### src/rtl/freeze_capture_params.svh
// How it works
// - input zero is the freeze trigger
// - reference freeze stores revolutions and position
// - feedback freeze stores revolutions and position
// - edge select zero rising, one falling
// - freeze results written only when enabled
// - freeze event sets both freeze flags
// - enabled: reinitialise command sets trigger sources to four
// - primary source selects first freeze unit
// - secondary source selects second freeze unit
// - reference marker stores position and revolutions
// - feedback marker stores position and revolutions
// - reference marker flag set, user clears
// - feedback marker flag set, user clears
`ifndef FREEZE_CAPTURE_PARAMS_SVH
`define FREEZE_CAPTURE_PARAMS_SVH
// ****************************************
// register offsets
// ****************************************
`define OFS_CTRL 8'h00
`define OFS_STAT 8'h04
`define OFS_MASK 8'h08
`define OFS_FLAGS 8'h0C
`define OFS_REF_FRZ_POS 8'h10
`define OFS_REF_FRZ_REV 8'h14
`define OFS_FB_FRZ_POS 8'h18
`define OFS_FB_FRZ_REV 8'h1C
`define OFS_REF_MRK_POS 8'h20
`define OFS_REF_MRK_REV 8'h24
`define OFS_FB_MRK_POS 8'h28
`define OFS_FB_MRK_REV 8'h2C
`define OFS_TRIG_SRC 8'h30
// ****************************************
// control fields and values
// ****************************************
`define CTRL_EN_BIT 0
`define CTRL_EDGE_BIT 1
`define CTRL_REINITIALISE_COMMAND_BIT 2
`define CTRL_REF_SEL_BIT 3
`define CTRL_FB_SEL_BIT 4
`define TRIG_COMMON_LINE 8'h04
`define TRIG_RESET_VAL 8'h00
`define FREEZE_IN_BIT 0
`define FLAG_REF_FRZ 0
`define FLAG_FB_FRZ 1
`define FLAG_REF_MRK 2
`define FLAG_FB_MRK 3
`define NUM_EVENTS 4
`endif

### src/rtl/freeze_capture_pkg.sv
package freeze_capture_pkg;
  // which freeze unit a channel uses
  typedef enum logic [0:0] {
    UNIT_FIRST = 1'b0,
    UNIT_SECOND = 1'b1
  } freeze_unit_t;
endpackage : freeze_capture_pkg
### src/rtl/encoder_freeze_marker_capture.sv
`include "freeze_capture_params.svh"

module encoder_freeze_marker_capture
  import freeze_capture_pkg::*;
#(
  parameter int POS_W = 32,
  parameter int REV_W = 32,
  parameter int DIN_W = 8
) (
  input wire logic ref_clk,
  input wire logic rst,
  // ahb-lite slave
  input wire logic hsel,
  input wire logic [7:0] haddr,
  input wire logic [1:0] htrans,
  input wire logic hwrite,
  input wire logic [2:0] hsize,
  input wire logic [31:0] hwdata,
  input wire logic hready,
  output logic [31:0] hrdata,
  output logic hreadyout,
  output logic hresp,
  // encoder sources
  input wire logic [DIN_W-1:0] digital_in,
  input wire logic [POS_W-1:0] ref_primary_position_source,
  input wire logic [POS_W-1:0] ref_secondary_position_source,
  input wire logic [REV_W-1:0] ref_primary_rev,
  input wire logic [REV_W-1:0] ref_secondary_rev,
  input wire logic [POS_W-1:0] fb_primary_position_source,
  input wire logic [POS_W-1:0] fb_secondary_position_source,
  input wire logic [REV_W-1:0] fb_primary_rev,
  input wire logic [REV_W-1:0] fb_secondary_rev,
  input wire logic ref_marker,
  input wire logic fb_marker,
  // freeze unit configuration toward the drive, and the interrupt
  output logic [7:0] first_freeze_unit_src,
  output logic [7:0] second_freeze_unit_src,
  output logic ref_unit_sel,
  output logic fb_unit_sel,
  output logic irq
);

  // ****************************************
  // bus slave
  // ****************************************
  logic ctrl_en_r;
  logic ctrl_edge_r;
  logic ref_sel_r;
  logic fb_sel_r;
  logic [`NUM_EVENTS-1:0] stat_r;
  logic [`NUM_EVENTS-1:0] mask_r;
  logic [`NUM_EVENTS-1:0] flag_r;
  logic [`NUM_EVENTS-1:0] flag_clr;
  logic [`NUM_EVENTS-1:0] stat_clr;
  logic [`NUM_EVENTS-1:0] ev;
  logic wr_pend_r;
  logic [7:0] wr_addr_r;
  logic wr_stb;
  logic reinitialise_command_stb;
  logic init_done_r;
  logic [POS_W-1:0] ref_frz_pos_r, fb_frz_pos_r;
  logic [REV_W-1:0] ref_frz_rev_r, fb_frz_rev_r;
  logic [POS_W-1:0] ref_mrk_pos_r, fb_mrk_pos_r;
  logic [REV_W-1:0] ref_mrk_rev_r, fb_mrk_rev_r;

  // capture write address phase
  always_ff @(posedge ref_clk) begin
    if (rst) begin
      wr_pend_r <= 1'b0;
      wr_addr_r <= 8'h00;
    end else if (hready) begin
      wr_pend_r <= hsel & htrans[1] & hwrite;
      wr_addr_r <= haddr;
    end
  end

  // zero wait state, always okay
  assign hreadyout = 1'b1;
  assign hresp = 1'b0;
  assign wr_stb = wr_pend_r;
  assign reinitialise_command_stb = wr_stb && (wr_addr_r == `OFS_CTRL) &&
    hwdata[`CTRL_REINITIALISE_COMMAND_BIT];

  // control register
  always_ff @(posedge ref_clk) begin
    if (rst) begin
      ctrl_en_r <= 1'b0;
      ctrl_edge_r <= 1'b0;
      ref_sel_r <= 1'b0;
      fb_sel_r <= 1'b0;
    end else if (wr_stb && wr_addr_r == `OFS_CTRL) begin
      ctrl_en_r <= hwdata[`CTRL_EN_BIT];
      ctrl_edge_r <= hwdata[`CTRL_EDGE_BIT];
      ref_sel_r <= hwdata[`CTRL_REF_SEL_BIT];
      fb_sel_r <= hwdata[`CTRL_FB_SEL_BIT];
    end
  end

  // mask register
  always_ff @(posedge ref_clk) begin
    if (rst) begin
      mask_r <= '0;
    end else if (wr_stb && wr_addr_r == `OFS_MASK) begin
      mask_r <= hwdata[`NUM_EVENTS-1:0];
    end
  end

  // write-one-to-clear strobes
  assign stat_clr = (wr_stb && wr_addr_r == `OFS_STAT) ?
    hwdata[`NUM_EVENTS-1:0] : '0;
  assign flag_clr = (wr_stb && wr_addr_r == `OFS_FLAGS) ?
    hwdata[`NUM_EVENTS-1:0] : '0;

  // read data registered from the address phase, driven in the data phase
  always_ff @(posedge ref_clk) begin
    if (rst) begin
      hrdata <= 32'h0000_0000;
    end else if (hready && hsel && htrans[1] && !hwrite) begin
      unique case (haddr)
        `OFS_CTRL: hrdata <= 32'({fb_sel_r, ref_sel_r, 1'b0,
                                  ctrl_edge_r, ctrl_en_r});
        `OFS_STAT: hrdata <= 32'(stat_r);
        `OFS_MASK: hrdata <= 32'(mask_r);
        `OFS_FLAGS: hrdata <= 32'(flag_r);
        `OFS_REF_FRZ_POS: hrdata <= 32'(ref_frz_pos_r);
        `OFS_REF_FRZ_REV: hrdata <= 32'(ref_frz_rev_r);
        `OFS_FB_FRZ_POS: hrdata <= 32'(fb_frz_pos_r);
        `OFS_FB_FRZ_REV: hrdata <= 32'(fb_frz_rev_r);
        `OFS_REF_MRK_POS: hrdata <= 32'(ref_mrk_pos_r);
        `OFS_REF_MRK_REV: hrdata <= 32'(ref_mrk_rev_r);
        `OFS_FB_MRK_POS: hrdata <= 32'(fb_mrk_pos_r);
        `OFS_FB_MRK_REV: hrdata <= 32'(fb_mrk_rev_r);
        `OFS_TRIG_SRC: hrdata <= {16'h0000, second_freeze_unit_src,
                                  first_freeze_unit_src};
        default: hrdata <= 32'h0000_0000;
      endcase
    end
  end

  // ****************************************
  // freeze unit configuration
  // ****************************************
  // only a reinitialise command with enable already set loads trigger sources; the power-up pass sees enable zero
  always_ff @(posedge ref_clk) begin
    if (rst) begin
      init_done_r <= 1'b0;
      first_freeze_unit_src <= `TRIG_RESET_VAL;
      second_freeze_unit_src <= `TRIG_RESET_VAL;
    end else begin
      init_done_r <= 1'b1;
      if ((!init_done_r || reinitialise_command_stb) && ctrl_en_r) begin
        first_freeze_unit_src <= `TRIG_COMMON_LINE;
        second_freeze_unit_src <= `TRIG_COMMON_LINE;
      end
    end
  end

  // unit follows encoder source selection
  assign ref_unit_sel = ref_sel_r;
  assign fb_unit_sel = fb_sel_r;

  // ****************************************
  // freeze edge detection
  // ****************************************
  logic frz_in_r;
  logic frz_edge;
  always_ff @(posedge ref_clk) begin
    if (rst) begin
      frz_in_r <= 1'b0;
    end else begin
      frz_in_r <= digital_in[`FREEZE_IN_BIT];
    end
  end

  // rising when select is zero, falling when one
  assign frz_edge = ctrl_edge_r ?
    (frz_in_r & ~digital_in[`FREEZE_IN_BIT]) :
    (~frz_in_r & digital_in[`FREEZE_IN_BIT]);

  // ****************************************
  // source selection
  // ****************************************
  logic [POS_W-1:0] ref_pos, fb_pos;
  logic [REV_W-1:0] ref_rev, fb_rev;
  assign ref_pos = (ref_sel_r == UNIT_SECOND) ?
    ref_secondary_position_source : ref_primary_position_source;
  assign ref_rev = (ref_sel_r == UNIT_SECOND) ?
    ref_secondary_rev : ref_primary_rev;
  assign fb_pos = (fb_sel_r == UNIT_SECOND) ?
    fb_secondary_position_source : fb_primary_position_source;
  assign fb_rev = (fb_sel_r == UNIT_SECOND) ?
    fb_secondary_rev : fb_primary_rev;

  // ****************************************
  // events
  // ****************************************
  logic ref_frz_take, fb_frz_take;
  // freeze captured only when enabled and flag clear
  assign ref_frz_take = frz_edge & ctrl_en_r & ~flag_r[`FLAG_REF_FRZ];
  assign fb_frz_take = frz_edge & ctrl_en_r & ~flag_r[`FLAG_FB_FRZ];
  assign ev[`FLAG_REF_FRZ] = ref_frz_take;
  assign ev[`FLAG_FB_FRZ] = fb_frz_take;
  assign ev[`FLAG_REF_MRK] = ref_marker;
  assign ev[`FLAG_FB_MRK] = fb_marker;

  // freeze result registers
  always_ff @(posedge ref_clk) begin
    if (rst) begin
      ref_frz_pos_r <= '0;
      ref_frz_rev_r <= '0;
    end else if (ref_frz_take) begin
      ref_frz_pos_r <= ref_pos;
      ref_frz_rev_r <= ref_rev;
    end
  end

  always_ff @(posedge ref_clk) begin
    if (rst) begin
      fb_frz_pos_r <= '0;
      fb_frz_rev_r <= '0;
    end else if (fb_frz_take) begin
      fb_frz_pos_r <= fb_pos;
      fb_frz_rev_r <= fb_rev;
    end
  end

  // marker results, overwritten on every marker
  always_ff @(posedge ref_clk) begin
    if (rst) begin
      ref_mrk_pos_r <= '0;
      ref_mrk_rev_r <= '0;
    end else if (ref_marker) begin
      ref_mrk_pos_r <= ref_pos;
      ref_mrk_rev_r <= ref_rev;
    end
  end

  always_ff @(posedge ref_clk) begin
    if (rst) begin
      fb_mrk_pos_r <= '0;
      fb_mrk_rev_r <= '0;
    end else if (fb_marker) begin
      fb_mrk_pos_r <= fb_pos;
      fb_mrk_rev_r <= fb_rev;
    end
  end

  // ****************************************
  // flags and interrupt status
  // ****************************************
  // set wins over a same-cycle clear
  genvar gi;
  generate
    for (gi = 0; gi < `NUM_EVENTS; gi++) begin : g_flag
      always_ff @(posedge ref_clk) begin
        if (rst) begin
          flag_r[gi] <= 1'b0;
          stat_r[gi] <= 1'b0;
        end else begin
          flag_r[gi] <= ev[gi] | (flag_r[gi] & ~flag_clr[gi]);
          stat_r[gi] <= ev[gi] | (stat_r[gi] & ~stat_clr[gi]);
        end
      end
    end
  endgenerate

  // level interrupt from unmasked status
  assign irq = |(stat_r & mask_r);

endmodule : encoder_freeze_marker_capture

### config.mk
export PLATFORM = sky130hd
export DESIGN_NAME = encoder_freeze_marker_capture
export DESIGN_NICKNAME = d
export VERILOG_FILES = /design/src/rtl/freeze_capture_pkg.sv /design/src/rtl/encoder_freeze_marker_capture.sv
export VERILOG_INCLUDE_DIRS = /design/src /design/src/rtl
export SDC_FILE = /design/constraint.sdc
export NUM_CORES = 1
export LEC_CHECK = 0
export BUFFER_PORTS_ARGS = -buffer_cell sky130_fd_sc_hd__buf_2
export CAP_MARGIN = 20
export CORE_UTILIZATION = 25
export CTS_BUF_LIST = sky130_fd_sc_hd__clkbuf_8
export DETAILED_ROUTE_END_ITERATION = 10
export PLACE_DENSITY = 0.51
export SYNTH_ARGS = -nofsm -noshare
export SYNTH_HDL_FRONTEND = slang
export SYNTH_SLANG_ARGS = --single-unit
### constraint.sdc
create_clock -name ref_clk -period 4.53 [get_ports ref_clk]
set_input_delay 0.2265 -clock ref_clk [delete_from_list [all_inputs] [get_ports ref_clk]]
set_output_delay 0.2265 -clock ref_clk [all_outputs]
set_load 0.01 [all_outputs]
# After elaboration in Yosys (flattened, before gate mapping)
# Index checks and enable logic that the tools add are counted.
# W data, S select, Z words.
[totals]
out_inout_bits = 53
register_bits = 316
wordCells = 102
[classes]
eq_ne = 15
reduce_logical = 15
bitwise = 36
muxes = 9
[ops]
columns = ["operator", "n"]
rows = [
  ["$pmux W32 S13", 1],
  ["$mux W32", 4],
  ["$eq A8 B6 Y1 const B", 5],
  ["$eq A8 B4 Y1 const B", 4],
  ["$eq A8 B5 Y1 const B", 4],
  ["$eq A8 B3 Y1 const B", 2],
  ["$logic_not A8 Y1", 2],
  ["$and A1 B1 Y1", 15],
  ["$not A1 Y1", 12],
  ["$logic_and A1 B1 Y1", 9],
  ["$mux W4", 2],
  ["$or A1 B1 Y1", 8],
  ["$and A4 B4 Y4", 1],
  ["$reduce_or A4 Y1", 1],
  ["$logic_not A1 Y1", 2],
  ["$mux W1", 2],
  ["$logic_or A1 B1 Y1", 1],
]

# Longest topological paths before layout
[logic_depth]
ltp_word = 6
depth_mapped = 8
ltp_nobuf = 5

# Worst setup path after synthesis
# Ideal clock, no wire load.
[synth_timing]
path_type = "input -> register"
startpoint = "input port haddr[2]"
endpoint = "register hrdata[31]"
setup_ps = 127
t_arrival_ps = 1671
path_slack_ps = 2732
cell_stages = 7
n_path_buf = 3
path_cell_list = "buf_2 -> buf_2 -> clkbuf_1 -> mux2i_1 -> nor2_1 -> a2111oi_0 -> o21ai_1"
[synth_between]
elab_chain_cells = 2
[synth_lines]
columns = ["item", "line_no", "source"]
rows = [
  ["from (decl)", "encoder_freeze_marker_capture.sv:14", "input wire logic [7:0] haddr,"],
  ["$eq A8 B6 Y1 (tied with other cells)", "encoder_freeze_marker_capture.sv:119", "unique case (haddr)"],
  ["$pmux W32 S13 *", "encoder_freeze_marker_capture.sv:119", ""],
  ["to (signal assigned)", "encoder_freeze_marker_capture.sv:120", "`OFS_CTRL: hrdata <= 32'({fb_sel_r, ref_sel_r, 1'b0,"],
  ["to (signal assigned)", "encoder_freeze_marker_capture.sv:122", "`OFS_STAT: hrdata <= 32'(stat_r);"],
  ["to (signal assigned)", "encoder_freeze_marker_capture.sv:123", "`OFS_MASK: hrdata <= 32'(mask_r);"],
  ["to (decl)", "encoder_freeze_marker_capture.sv:20", "output logic [31:0] hrdata,"],
]
# Mark *: on every way between the ends. The rest lies on a longest branch, timed or not.
# A chain may end at the register's enable or synchronous reset.

# Final worst setup path
[layout_timing]
startpoint = "input port haddr[7]"
endpoint = "register hrdata[14]"
# Same word-level chain as after synthesis.

==> impl_metrics.csv <==
group,metric,value,unit
synthesis,ys_types,60,
synthesis,synth_mux_area_frac,0.168,
finish,area.growth.synth_to_final,28.1,%
synthesis,yosys_warnings,0,
power_and_ir_drop,vdd_drop_max,0.213,mV
finish,instances_no_fill,2662,
die,ioPinCount,369,
grt,grt_pass1_wl,76700,um
worst_setup_path,cpPeakStageDelay,860,ps
clocking,worstSkewPairLatency,650,ps
worst_setup_path,crit_start,"haddr[7]",
synthesis,synthCells,1543,
synthesis,synth.avg_cell_area,9.27,um2
die,die_area,58200,um2
place,gp_congestion,0.809,
power_and_ir_drop,power.share.sequential,0.471,
sta,layout_setup_ws,1820,ps
synthesis,synthSimpleGateAreaFrac,0.129,
power_and_ir_drop,power,6210,uW
sta,finalClockSkew,27.4,ps
synthesis,synth_xor_xnor_area_share,0,
grt,grt_util_all_layers,0.177,
clocking,cts_buffers,54,
clocking,path_clk_slew,60,ps
route,postRouteAntennaNets,0,
run_status,status,"finished clean",
synthesis,synth-edff-count,0,
die,rows,87,
clocking,postCtsResizedCells,0,
worst_setup_path,start_kind,"primary input",
synthesis,synth.yosys.seq_area_share,0.442,
grt,grt_start_max_net_pins,99,
place,dp.cells,2485,
place,dp_slack,1630,ps
sta,setup-violations-final,0,
finish,diodes,0,
route,route.detailed.drc,0,
worst_setup_path,arrival,3270,ps
power_and_ir_drop,powerDensity,339,nW/um2
worst_setup_path,critPathCaptureType,"flip-flop",
worst_setup_path,crit_buf_inv,2,
power_and_ir_drop,cellLeakagePower,0.00663,uW
worst_setup_path,cpMaxStageDelayCell,"nand2_1",
route,drt_first_pass_iters,5,
synthesis,synth_top_family_by_area,"compound AO/OA/AOI/OAI gates",
worst_setup_path,r2r-start,"fb_unit_sel",
sta,final.min_clock_period,2710,ps
worst_setup_path,critPathKind,"in2reg",
synthesis,ys.flop_type,"dfxtp_1",
finish,layout.nets,2181,
clocking,cts_tree,"built",
place,io_buffers,314,
power_and_ir_drop,share_comb_of_total_power,0.103,
worst_setup_path,critPathMaxFanout,16,
worst_setup_path,path_cells,"dlygate4sd3_1 -> buf_2 -> nor4_2 -> nand2_1 -> a21oi_1 -> a311oi_1 -> o21ai_0",
synthesis,ys_ff_latch,316,
flow_run,maxCapViolCount,0,
sta,maxSlewViolCount,0,
die,initial_utilization,0.253,
worst_setup_path,path_delay_family,"simple AND/OR/NAND/NOR gates",
grt,grt_overflow,0,
clocking,h-tree-depth,2,
worst_setup_path,rrSetupSlack,1950,ps
sta,finalHoldViolCount,0,
synthesis,synth_area,14300,um2
clocking,clk_root_buffer_cell,"clkbuf_8",
power_and_ir_drop,clkPwrFrac,0.425,
synthesis,synthAdderAreaFrac,0,
sta,finalCritPeriodShare,0.598,
synthesis,synth_compound_area_frac,0.209,
clocking,clock_sinks,316,
power_and_ir_drop,switching_share,0.257,
die,coreArea,56500,um2
worst_setup_path,required,5090,ps
hold_path,min_from,"ref_primary_rev[17]",
synthesis,async_flop_share,0,
clocking,clk_path_buf_depth,3,
sta,fin_setup_tns,0,ps
sta,worstMarginPinSlew,1110,ps
route,viasPerCell,4.84,
die,die_w,241,um
route,detail_route.iter0.violations,877,
sta,fmax,369,MHz
route,routed_wl,52200,um
hold_path,hold_path_class,"in2reg",
route,vias,12892,
die,die_h,241,um
finish,final_util,0.324,
power_and_ir_drop,p_switching,1590,uW
finish,layout-drive-gt1-share,0.252,
route,avgRoutedWirePerCell,19.6,um
place,hpwl,34900,um
sta,rsz0062_at_grt,"no",
sta,max_slew_margin,0.255,
grt,antenna_found_initial,0,
grt,grt_pass1_vias,12354,
power_and_ir_drop,internal_power,4610,uW
power groups by stage:
stage	Combinational [uW]	Clock (uW)	Sequential, uW
4_1_cts	645	2720	2920
5_1_grt	699	2840	2930
3_3_place_gp	577	0	2980
6_report	641	2640	2920
2_1_floorplan	340	0	2960
3_5_place_dp	588	0	2980
layout make-up:
cell class,instances,area (um2)
Inverter,1,3.75
Clock inverter,25,124
Clock buffer,72,991
Timing Repair Buffer,418,2580
Sequential cell,316,6330
Tap cell,756,946
Multi-Input combinational cell,1074,7340
Fill cell,5835,38200
cells in the final DEF (no fill, tap or decap), types with 4 or more instances in the layout:
cell type	count
a21oi_1	24
conb_1	16
nand4_1	7
mux4_2	20
dfxtp_1	314
mux2i_1	169
o22ai_1	10
nor2_1	296
a22o_1	4
dlygate4sd3_1	80
inv_1	22
o2bb2ai_1	4
mux2_2	23
a221oi_1	9
nand3_1	14
a22oi_1	43
o21ai_0	30
buf_4	27
a32oi_1	5
o21ai_1	11
a211oi_1	258
nor3_1	4
nand2_1	62
clkbuf_8	72
nor3b_1	4
buf_2	309
or2_2	4
kinds of logic (layout without fill, tap and decap cells):
group                  count (synthesis)  in the layout
AOI/OAI and AO/OA                    415            415
buffers and inverters                167            516
DFF                                  316            316
muxes                                212            212
other                                  2             16
and+or+nand+nor                      431            431
Yosys cell counts (3+ instances only):
| cell type | instances | area [um2] |
|---|---|---|
| a211oi_1 | 258 | 1940 |
| a21oi_1 | 24 | 120 |
| a221oi_1 | 9 | 78.8 |
| a22o_1 | 4 | 35.0 |
| a22oi_1 | 43 | 323 |
| a311oi_1 | 3 | 26.3 |
| a32oi_1 | 5 | 43.8 |
| buf_1 | 7 | 26.3 |
| buf_2 | 21 | 105 |
| buf_4 | 17 | 128 |
| buf_6 | 3 | 33.8 |
| clkbuf_1 | 118 | 443 |
| dfxtp_1 | 316 | 6330 |
| mux2_2 | 23 | 259 |
| mux2i_1 | 169 | 1690 |
| mux4_2 | 20 | 450 |
| nand2_1 | 62 | 233 |
| nand3_1 | 14 | 70.1 |
| nand3b_1 | 3 | 22.5 |
| nand4_1 | 7 | 43.8 |
| nor2_1 | 300 | 1130 |
| nor2b_1 | 5 | 31.3 |
| nor3_1 | 5 | 25.0 |
| nor3b_1 | 4 | 30.0 |
| nor4_1 | 3 | 18.8 |
| o21ai_0 | 30 | 150 |
| o21ai_1 | 11 | 55.1 |
| o22ai_1 | 10 | 62.6 |
| o2bb2ai_1 | 4 | 35.0 |
| or2_2 | 4 | 25.0 |
| or3_1 | 3 | 18.8 |
per-layer routing:
layer | share of wire | routed length (um) | GRT usage
met1 | 0.47 | 24700 | 0.245
met2 | 0.45 | 23700 | 0.280
met3 | 0.054 | 2840 | 0.0287
met4 | 0.019 | 994 | 0.0527
met5 | 0 | 0 | 0
sequential cells by signal (all words and copies together), names as in the netlist:
signal,cells
stat_r,4
hrdata,32
init_done_r,1
fb_unit_sel,1
mask_r,4
fb_frz_rev_r,32
ref_mrk_pos_r,32
first_freeze_unit_src,1
ref_unit_sel,1
fb_mrk_pos_r,32
ref_frz_rev_r,32
ctrl_edge_r,1
frz_in_r,1
fb_mrk_rev_r,32
flag_r,4
fb_frz_pos_r,32
wr_pend_r,1
wr_addr_r,8
ref_mrk_rev_r,32
ctrl_en_r,1
ref_frz_pos_r,32
what timing repair did:
item                      CTS  global route
hold buffers               80             0
hold endpoints to repair   90             0
buffers inserted            0             0
worst register-to-register path: cells and delay by family (launching register included):
family	cells	cell delay, ps
multiplexers	1	250
AO/OA/AOI/OAI	1	80
buffers and inverters	2	1120
flip-flops	1	980
path summary, 6_finish.rpt:
| path | cells after the start | end |
|---|---|---|
| worst max-delay path | 7 | hrdata[14] |
| worst min-delay path | 3 | ref_mrk_rev_r[17] |
| worst max register to register | 4 | fb_frz_rev_r[8] |
| worst min register to register | 2 | hrdata[24] |
per-stage QoR:
stage	instance area [um2]	hold WS [ps]
6_report	18300	23.7
5_1_grt	18300	30.0
4_1_cts	18300	1.12
3_5_place_dp	16400	431
3_3_place_gp	16400	435
2_1_floorplan	14400	355
No activity file was read; power rests on OpenSTA's default activity.
